**config.mk**
```make
export PLATFORM = sky130hd
export DESIGN_NAME = eip_irq_ctrl
export DESIGN_NICKNAME = d
export VERILOG_FILES = /design/src/eip_ext_input.v /design/src/eip_irq_ctrl.v
export VERILOG_INCLUDE_DIRS = /design/src
export SDC_FILE = /design/constraint.sdc
export NUM_CORES = 1
export LEC_CHECK = 0
export ABC_CLOCK_PERIOD_IN_PS = 2000
export BUFFER_PORTS_ARGS = -buffer_cell sky130_fd_sc_hd__clkbuf_2
export CORE_MARGIN = 5
export CORE_UTILIZATION = 49
export CTS_CLUSTER_SIZE = 24
export DETAILED_ROUTE_END_ITERATION = 16
export PLACE_DENSITY = 0.78
export SYNTH_ARGS = -nofsm -noshare
export SYNTH_HDL_FRONTEND = slang
export SYNTH_SLANG_ARGS = --single-unit
export TNS_END_PERCENT = 10
```
**constraint.sdc**
```tcl
create_clock -name clk_i -period 2 [get_ports clk_i]
set_input_delay 0.1 -clock clk_i [delete_from_list [all_inputs] [get_ports clk_i]]
set_output_delay 0.1 -clock clk_i [all_outputs]
set_load 0.01 [all_outputs]
```
**src/eip_defs.vh**
```
// Constants for the extended interrupt priority/enable block.
// Assumes byte-wide SFR access with an 8-bit SFR page register.
`ifndef EIP_DEFS_VH
`define EIP_DEFS_VH

`define EIP_ADDR_ENABLE_TWO     8'hE7
`define EIP_ADDR_PRIORITY_ONE   8'hF6
`define EIP_ADDR_PRIORITY_TWO   8'hF7
`define EIP_ADDR_CONFIG         8'hE4
`define EIP_ADDR_TIMER_CTRL     8'h88

`define EIP_PAGE_ZERO           8'h00
`define EIP_PAGE_F              8'h0F

`define EIP_RST_BYTE            8'h00
`define EIP_TWO_MASK            8'h07

`define EIP_CFG_ONE_POL         7
`define EIP_CFG_ONE_SEL_HI      6
`define EIP_CFG_ONE_SEL_LO      4
`define EIP_CFG_ZERO_POL        3
`define EIP_CFG_ZERO_SEL_HI     2
`define EIP_CFG_ZERO_SEL_LO     0

`define EIP_TIMER_CONTROL_REG_ZERO_EDGE      0
`define EIP_TIMER_CONTROL_REG_ZERO_PEND      1
`define EIP_TIMER_CONTROL_REG_ONE_EDGE       2
`define EIP_TIMER_CONTROL_REG_ONE_PEND       3

`endif

```
**src/eip_ext_input.v**
```verilog
// One external interrupt input: pin select, synchroniser, pending flag.
// Assumes port pins are asynchronous to clk_i.
`timescale 1ns/10ps
`include "eip_defs.vh"

module eip_ext_input (
    input  wire       clk_i,
    input  wire       rst_n_i,
    input  wire [7:0] port_pins_i,
    input  wire [2:0] pin_select_i,
    input  wire       polarity_i,
    input  wire       edge_select_i,
    input  wire       vector_ack_i,
    input  wire       sw_write_i,
    input  wire       sw_value_i,
    output reg        pending_o
);
    reg [2:0] sync;
    reg       stable;
    wire      active;
    wire      next_stable;

    // Sampled read-only; the crossbar path to the pin is untouched [RULE_08]
    always @(posedge clk_i or negedge rst_n_i) begin
        if (!rst_n_i) begin
            sync <= 3'h0;
        end else begin
            sync <= {sync[1:0], port_pins_i[pin_select_i]}; // [RULE_15]
        end
    end

    // Accept a change only once stages two and three agree
    assign next_stable = (sync[1] == sync[2]) ? sync[2] : stable;

    always @(posedge clk_i or negedge rst_n_i) begin
        if (!rst_n_i) begin
            stable <= 1'b0;
        end else begin
            stable <= next_stable;
        end
    end

    assign active = ~(next_stable ^ polarity_i); // [RULE_06]

    always @(posedge clk_i or negedge rst_n_i) begin
        if (!rst_n_i) begin
            pending_o <= 1'b0;
        end else if (!edge_select_i) begin
            // Level mode follows the input; request persists while active
            pending_o <= active; // [RULE_07] [RULE_12] [RULE_14]
        end else if (active && (stable ^ next_stable)) begin
            // New edge beats a same-cycle clear [RULE_17]
            pending_o <= 1'b1;
        end else if (vector_ack_i) begin
            pending_o <= 1'b0; // [RULE_11]
        end else if (sw_write_i) begin
            pending_o <= sw_value_i;
        end
    end
endmodule

```
**src/eip_irq_ctrl.v**
```verilog
// Extended priority/enable registers and the two external interrupts.
// Assumes a byte SFR bus with one-cycle read/write strobes and page.
`timescale 1ns/10ps
`include "eip_defs.vh"

// Contract
// RULE_01 - Priority one: one high/low priority bit per peripheral source.
// RULE_02 - Enable two: bits 2:0 mask port match, CAN, dropout.
// RULE_03 - Priority two: bits 2:0 priority of port match, CAN, dropout.
// RULE_04 - Bits 7:3 of enable/priority two read zero, ignore writes.
// RULE_05 - Priority registers only on pages 0x00/0x0F; enable two all.
// RULE_06 - Polarity bit: 0 active low, 1 active high.
// RULE_07 - Type bit: 1 edge sensitive, 0 level sensitive.
// RULE_08 - Pin sampled regardless of crossbar, without disturbing it.
// RULE_09 - Software sets crossbar skip bit for interrupt-only pins.
// RULE_10 - Pending flags at timer control bits 1 and 3.
// RULE_11 - Edge mode pending cleared when processor vectors.
// RULE_12 - Level mode pending follows active input.
// RULE_13 - Level source holds input until request recognised.
// RULE_14 - Level source releases before routine ends, else re-request.
// RULE_15 - Pin select 000..111 picks port 1 pin 0..7.
// RULE_16 - Config byte: pol1, sel1[6:4], pol0, sel0[2:0]; reset zero.
// RULE_17 - Edge mode sets pending on inactive-to-active synced transition.
// RULE_18 - All enable and priority bits reset to zero.
// RULE_19 - Enabled high-priority sources take precedence over low ones.
module eip_irq_ctrl (
    input  wire       clk_i,
    input  wire       rst_n_i,
    input  wire [7:0] sfr_addr_i,
    input  wire [7:0] sfr_page_i,
    input  wire [7:0] sfr_wdata_i,
    input  wire       sfr_wr_i,
    input  wire       sfr_rd_i,
    input  wire [7:0] port_one_pins_i,
    input  wire [7:0] periph_req_i,
    input  wire [2:0] periph_two_req_i,
    input  wire [1:0] vector_ack_i,
    output reg  [7:0] sfr_rdata_o,
    output reg        sfr_hit_o,
    output reg  [7:0] high_req_o,
    output reg  [7:0] low_req_o,
    output reg  [2:0] high_two_req_o,
    output reg  [2:0] low_two_req_o,
    output reg  [1:0] ext_pending_o,
    output reg  [1:0] ext_polarity_o,
    output reg  [1:0] ext_edge_select_o,
    output reg  [7:0] ext_irq_config_o,
    output reg  [7:0] ext_irq_enable_two_o,
    output reg  [7:0] ext_irq_priority_one_o,
    output reg  [7:0] ext_irq_priority_two_o
);
    reg  [7:0] ext_irq_priority_one;
    reg  [2:0] ext_irq_enable_two;
    reg  [2:0] ext_irq_priority_two;
    reg  [7:0] ext_irq_config_reg;
    reg  [1:0] edge_select;
    wire [1:0] pending;
    wire       prio_page;
    wire       wr_prio_one;
    wire       wr_prio_two;
    wire       wr_en_two;
    wire       wr_cfg;
    wire       wr_timer_control_reg;
    reg  [7:0] next_rdata;
    reg        next_hit;
    reg  [7:0] timer_control_reg_view;
    wire [7:0] en_one_req;
    wire [2:0] en_two_req;

    assign prio_page = (sfr_page_i == `EIP_PAGE_ZERO) ||
                       (sfr_page_i == `EIP_PAGE_F); // [RULE_05]
    assign wr_prio_one = sfr_wr_i && prio_page &&
                         (sfr_addr_i == `EIP_ADDR_PRIORITY_ONE);
    assign wr_prio_two = sfr_wr_i && prio_page &&
                         (sfr_addr_i == `EIP_ADDR_PRIORITY_TWO);
    assign wr_en_two = sfr_wr_i &&
                       (sfr_addr_i == `EIP_ADDR_ENABLE_TWO); // [RULE_05]
    assign wr_cfg = sfr_wr_i && (sfr_page_i == `EIP_PAGE_F) &&
                    (sfr_addr_i == `EIP_ADDR_CONFIG);
    assign wr_timer_control_reg = sfr_wr_i && (sfr_addr_i == `EIP_ADDR_TIMER_CTRL);

    always @(posedge clk_i or negedge rst_n_i) begin
        if (!rst_n_i) begin
            ext_irq_priority_one <= `EIP_RST_BYTE;       // [RULE_18]
            ext_irq_enable_two   <= 3'h0;                // [RULE_18]
            ext_irq_priority_two <= 3'h0;                // [RULE_18]
            ext_irq_config_reg   <= `EIP_RST_BYTE;       // [RULE_16]
            edge_select          <= 2'h0;
        end else begin
            if (wr_prio_one) begin
                ext_irq_priority_one <= sfr_wdata_i;     // [RULE_01]
            end
            if (wr_en_two) begin
                // Upper bits dropped on write [RULE_04]
                ext_irq_enable_two <= sfr_wdata_i[2:0];  // [RULE_02]
            end
            if (wr_prio_two) begin
                ext_irq_priority_two <= sfr_wdata_i[2:0]; // [RULE_03]
            end
            if (wr_cfg) begin
                ext_irq_config_reg <= sfr_wdata_i;       // [RULE_16]
            end
            if (wr_timer_control_reg) begin
                edge_select[0] <= sfr_wdata_i[`EIP_TIMER_CONTROL_REG_ZERO_EDGE];
                edge_select[1] <= sfr_wdata_i[`EIP_TIMER_CONTROL_REG_ONE_EDGE];
            end
        end
    end

    // Instance zero
    eip_ext_input u_ext_zero (
        .clk_i         (clk_i),
        .rst_n_i       (rst_n_i),
        .port_pins_i   (port_one_pins_i),
        .pin_select_i  (ext_irq_config_reg[`EIP_CFG_ZERO_SEL_HI:
                                           `EIP_CFG_ZERO_SEL_LO]),
        .polarity_i    (ext_irq_config_reg[`EIP_CFG_ZERO_POL]),
        .edge_select_i (edge_select[0]),
        .vector_ack_i  (vector_ack_i[0]),
        .sw_write_i    (wr_timer_control_reg),
        .sw_value_i    (sfr_wdata_i[`EIP_TIMER_CONTROL_REG_ZERO_PEND]),
        .pending_o     (pending[0])
    );

    eip_ext_input u_ext_one (
        .clk_i         (clk_i),
        .rst_n_i       (rst_n_i),
        .port_pins_i   (port_one_pins_i),
        .pin_select_i  (ext_irq_config_reg[`EIP_CFG_ONE_SEL_HI:
                                           `EIP_CFG_ONE_SEL_LO]),
        .polarity_i    (ext_irq_config_reg[`EIP_CFG_ONE_POL]),
        .edge_select_i (edge_select[1]),
        .vector_ack_i  (vector_ack_i[1]),
        .sw_write_i    (wr_timer_control_reg),
        .sw_value_i    (sfr_wdata_i[`EIP_TIMER_CONTROL_REG_ONE_PEND]),
        .pending_o     (pending[1])
    );

    // Only the bits this block owns are shown; timer bits read zero
    always @* begin
        timer_control_reg_view = 8'h00;
        timer_control_reg_view[`EIP_TIMER_CONTROL_REG_ZERO_EDGE] = edge_select[0];
        timer_control_reg_view[`EIP_TIMER_CONTROL_REG_ZERO_PEND] = pending[0];     // [RULE_10]
        timer_control_reg_view[`EIP_TIMER_CONTROL_REG_ONE_EDGE]  = edge_select[1];
        timer_control_reg_view[`EIP_TIMER_CONTROL_REG_ONE_PEND]  = pending[1];     // [RULE_10]
    end

    always @* begin
        next_rdata = 8'h00;
        next_hit   = 1'b0;
        if (sfr_rd_i) begin
            case (sfr_addr_i)
                `EIP_ADDR_ENABLE_TWO: begin
                    next_rdata = {5'h00, ext_irq_enable_two}; // [RULE_04]
                    next_hit   = 1'b1;
                end
                `EIP_ADDR_PRIORITY_ONE: begin
                    if (prio_page) begin
                        next_rdata = ext_irq_priority_one;
                        next_hit   = 1'b1;
                    end
                end
                `EIP_ADDR_PRIORITY_TWO: begin
                    if (prio_page) begin
                        next_rdata = {5'h00, ext_irq_priority_two};
                        next_hit   = 1'b1;
                    end
                end
                `EIP_ADDR_CONFIG: begin
                    if (sfr_page_i == `EIP_PAGE_F) begin
                        next_rdata = ext_irq_config_reg;
                        next_hit   = 1'b1;
                    end
                end
                `EIP_ADDR_TIMER_CTRL: begin
                    next_rdata = timer_control_reg_view;
                    next_hit   = 1'b1;
                end
                default: begin
                    next_rdata = 8'h00;
                    next_hit   = 1'b0;
                end
            endcase
        end
    end

    assign en_one_req = periph_req_i;
    assign en_two_req = periph_two_req_i & ext_irq_enable_two; // [RULE_02]

    // Split by level so the vectoring logic serves high before low
    always @(posedge clk_i or negedge rst_n_i) begin
        if (!rst_n_i) begin
            sfr_rdata_o            <= 8'h00;
            sfr_hit_o              <= 1'b0;
            high_req_o             <= 8'h00;
            low_req_o              <= 8'h00;
            high_two_req_o         <= 3'h0;
            low_two_req_o          <= 3'h0;
            ext_pending_o          <= 2'h0;
            ext_polarity_o         <= 2'h0;
            ext_edge_select_o      <= 2'h0;
            ext_irq_config_o       <= 8'h00;
            ext_irq_enable_two_o   <= 8'h00;
            ext_irq_priority_one_o <= 8'h00;
            ext_irq_priority_two_o <= 8'h00;
        end else begin
            sfr_rdata_o    <= next_rdata;
            sfr_hit_o      <= next_hit;
            high_req_o     <= en_one_req & ext_irq_priority_one;  // [RULE_19]
            low_req_o      <= en_one_req & ~ext_irq_priority_one;
            high_two_req_o <= en_two_req & ext_irq_priority_two;  // [RULE_19]
            low_two_req_o  <= en_two_req & ~ext_irq_priority_two;
            ext_pending_o  <= pending;
            ext_polarity_o <= {ext_irq_config_reg[`EIP_CFG_ONE_POL],
                               ext_irq_config_reg[`EIP_CFG_ZERO_POL]};
            ext_edge_select_o      <= edge_select;
            ext_irq_config_o       <= ext_irq_config_reg;
            ext_irq_enable_two_o   <= {5'h00, ext_irq_enable_two};
            ext_irq_priority_one_o <= ext_irq_priority_one;
            ext_irq_priority_two_o <= {5'h00, ext_irq_priority_two};
        end
    end
endmodule

```
==> impl_results.md <==
* Status: complete, no violations
* Final-layout fill cell count at roughly 550
* Post-CTS Setup Repair Bufs at 0
* Ports at 118
* Seq/Total Area, Yosys at about 66%
* Worst-Skew Late Latency at roughly 0.35 ns
* Initial core utilization at between 50 and 60%
* Gp weighted congestion at 0.852
* Synth Warn # at 0
* Worst min path class: in2reg
* Flop-to-flop setup slack at between 0.2 and 0.3 ns
* Core area at a little under 7000 µm²
* Final setup fails at 0
* Top Layer Used: met4
* Clock skew at about 0.015 ns
* Hold Path End: ext_irq_config_reg[7]
* CTS Root Cell: clkbuf_8
* Ant diodes at 0
* Placed instance area at between 4000 and 5000 µm²
* CP endpoint kind: flip-flop
* FF-to-FF End: u_ext_zero.pending_o
* DR vias/cell at 5.01
* Critical Path RT at roughly 2.3 ns
* Register Area at ~2300 µm²
* Reg2reg path depth at 4
* Final ANT Viol Nets at 0
* Average size of a mapped cell at 14.4 µm²
* Syn Inst Count at 239
* Post-Route WL at roughly 7400 µm
* Register clock-pin slew on the reported worst setup and hold paths at roughly 0.09 ns
* Share of layout cells above drive strength 1 at between 40% and 50%
* Routed wire per std cell at roughly 16 µm
* Pin count of the biggest net entering global routing at 50
* Ys async rst share at between 90% and 100%
* VDD IR max at between 0.3 and 0.4 mV
* Mapped cell area at between 3000 and 4000 µm²
* Clock Sinks at about 90
* Min-delay src: sfr_wdata_i[7]
* Reg-to-Reg Start: u_ext_zero.stable
* Grt ovf at 0
* Post-layout minimum cycle time at 1.71 ns
* Height of the die at between 90 and 100 µm
* Top_reg_cell synth: dfrtp_1
* Post-CTS Resized at 0
* Initial DRC count at ~110
* CP Class: reg2reg
* Most common cell after layout, fill and taps aside: clkbuf_2
* Die ar. at approximately 9000 µm²
* Post-CTS Hold Buffers at 14
* Flops & latches, synth at slightly above 90
* Finished Cell Area at 4460 µm²
* Synthesis-to-finish area growth at 29.4%
* Setup TNS at 0 ns
* Row count at 30
* Pwr dens at 736 nW/µm²
* Slew Viols, Final at 0
* Total power at between 3 and 4 mW
* DR WL met2 at roughly 3800 µm
* Gr usage total at roughly 18%
* Startpoint Class: flip-flop
* Least-Margin Pin Slew at 0.721 ns
* Critical Path Fanout Max at 5
* RSZ-0062 raised after global routing: no
* Vias in the first global route at roughly 2.5k
* Post-Place Worst Slack at 0.0270 ns
* Initial antenna violation count at 0
* Fmax at 586 MHz
* # placed instances at between 400 and 500
* Static leakage at 2.31 nW
* Synth cell types at 42
* Worst Hold Path Cells at 2
* Multi-input logic area at between 1000 and 1500 µm²
* Hold Violations, Final at 0
* DRT Pass-1 Iters at 4
* # DRC at 0
* Final-stage net count at about 430
* Arrival time worst endpoint at 1.95 ns
* Max-cap violations at 0
* Max-slew headroom at approximately half
* CTS buffer count at 9
* Most frequent cells in the layout: clkbuf_2, dfrtp_1, mux2_2
* Post-synth EDFFs at 0
* DR vias at approximately 2.4k
* Layout Cells excl Fill at 477
* Met3 WL post-DR at 455 µm
* Routed length on met1 at just over 3000 µm
* Port buffer count at roughly 110
* TritonCTS clock tree: built
* Htree depth at 3
* Die X at roughly 94 µm
* CTS max path bufs at 2
* Detailed Place HPWL at around 5600 µm
* First-pass GRT wire length at about 12000 µm
* Post-route setup slack at 0.293 ns
* Final Cycle Share at around 85%
[critical path, stage by stage, from the launching register on]
cell and delay, ns:
dfrtp_1 0.41, maj3_1 0.43, or3_1 0.33, nand4_1 0.10, mux2_2 0.34
[through the flow]
step	hold WS [ns]	utilization (%)
final	0.0101	65.3
after global routing	0.00239	65.3
after CTS	0.000619	65.1
after detailed placement	0.123	60.5
after global placement	0.109	60.5
after floorplan	-0.196	-
[final cells by class]
class                      instances  share of cell area [%]
tap                               96                    2.69
clock inverter                     5                    1.26
clock buffer                       9                    2.78
timing repair buffer             134                    17.7
inverter                           3                   0.252
multi-input combinational        139                    24.2
sequential                        91                    51.1
[synthesized netlist by cell type, types with 2 or more instances]
cell,count,area share (%)
and2_1,8,1.5
nand3_1,7,1.0
or3_1,2,0.36
and3_1,4,0.73
nand4b_1,2,0.51
o21ai_0,2,0.29
mux4_2,4,2.6
a211oi_1,2,0.44
or4_1,2,0.44
a32oi_1,4,1.0
a21oi_1,2,0.29
inv_1,3,0.33
dfrtp_1,91,66
nor2_1,8,0.87
nand2_1,11,1.2
nor4_1,3,0.54
a22oi_1,4,0.87
a31oi_1,4,0.73
buf_4,12,2.6
maj3_1,2,0.58
mux2_2,30,9.8
nor2b_1,10,1.8
nand4_1,3,0.54
[metal layers]
layer / vias to the layer above / global-route usage [%]
li1: 1119 / -
met3: 11 / 3.93
met5: - / 0
met4: 0 / 6.86
met2: 80 / 29.9
met1: 1180 / 23.0
[power by group]
group	switching, mW	internal (mW)
logic	0.121	0.109
clock network	0.591	0.561
registers	0.0227	1.88
total	0.734	2.55
[kinds of logic after synthesis]
| group | count (synthesis) | synth area share [%] |
|---|---|---|
| flip-flops | 91 | 66.1 |
| AND/OR/NAND/NOR | 71 | 12.7 |
| multiplexers | 34 | 12.4 |
| AO/OA/AOI/OAI | 21 | 4.28 |
| buffers and inverters | 18 | 3.52 |
| adder cells (fa/ha/maj) | 2 | 0.581 |
| other | 1 | 0.109 |
| XOR/XNOR | 1 | 0.254 |
[worst max path at each step]
stage | startpoint | to | slack (ns) | cells past startpoint
after CTS | u_ext_zero.stable | u_ext_zero.pending_o | 0.30 | 4
final | u_ext_zero.stable | u_ext_zero.pending_o | 0.29 | 4
after global routing | u_ext_zero.stable | u_ext_zero.pending_o | 0.25 | 4
after detailed placement | sfr_addr_i[0] | ext_irq_config_reg[0] | 0.03 | 5
after floorplan | sfr_addr_i[0] | ext_irq_config_reg[0] | 0.08 | 5
after global placement | sfr_addr_i[0] | ext_irq_config_reg[3] | 0.06 | 5
Power figures use the tool's default switching activity.
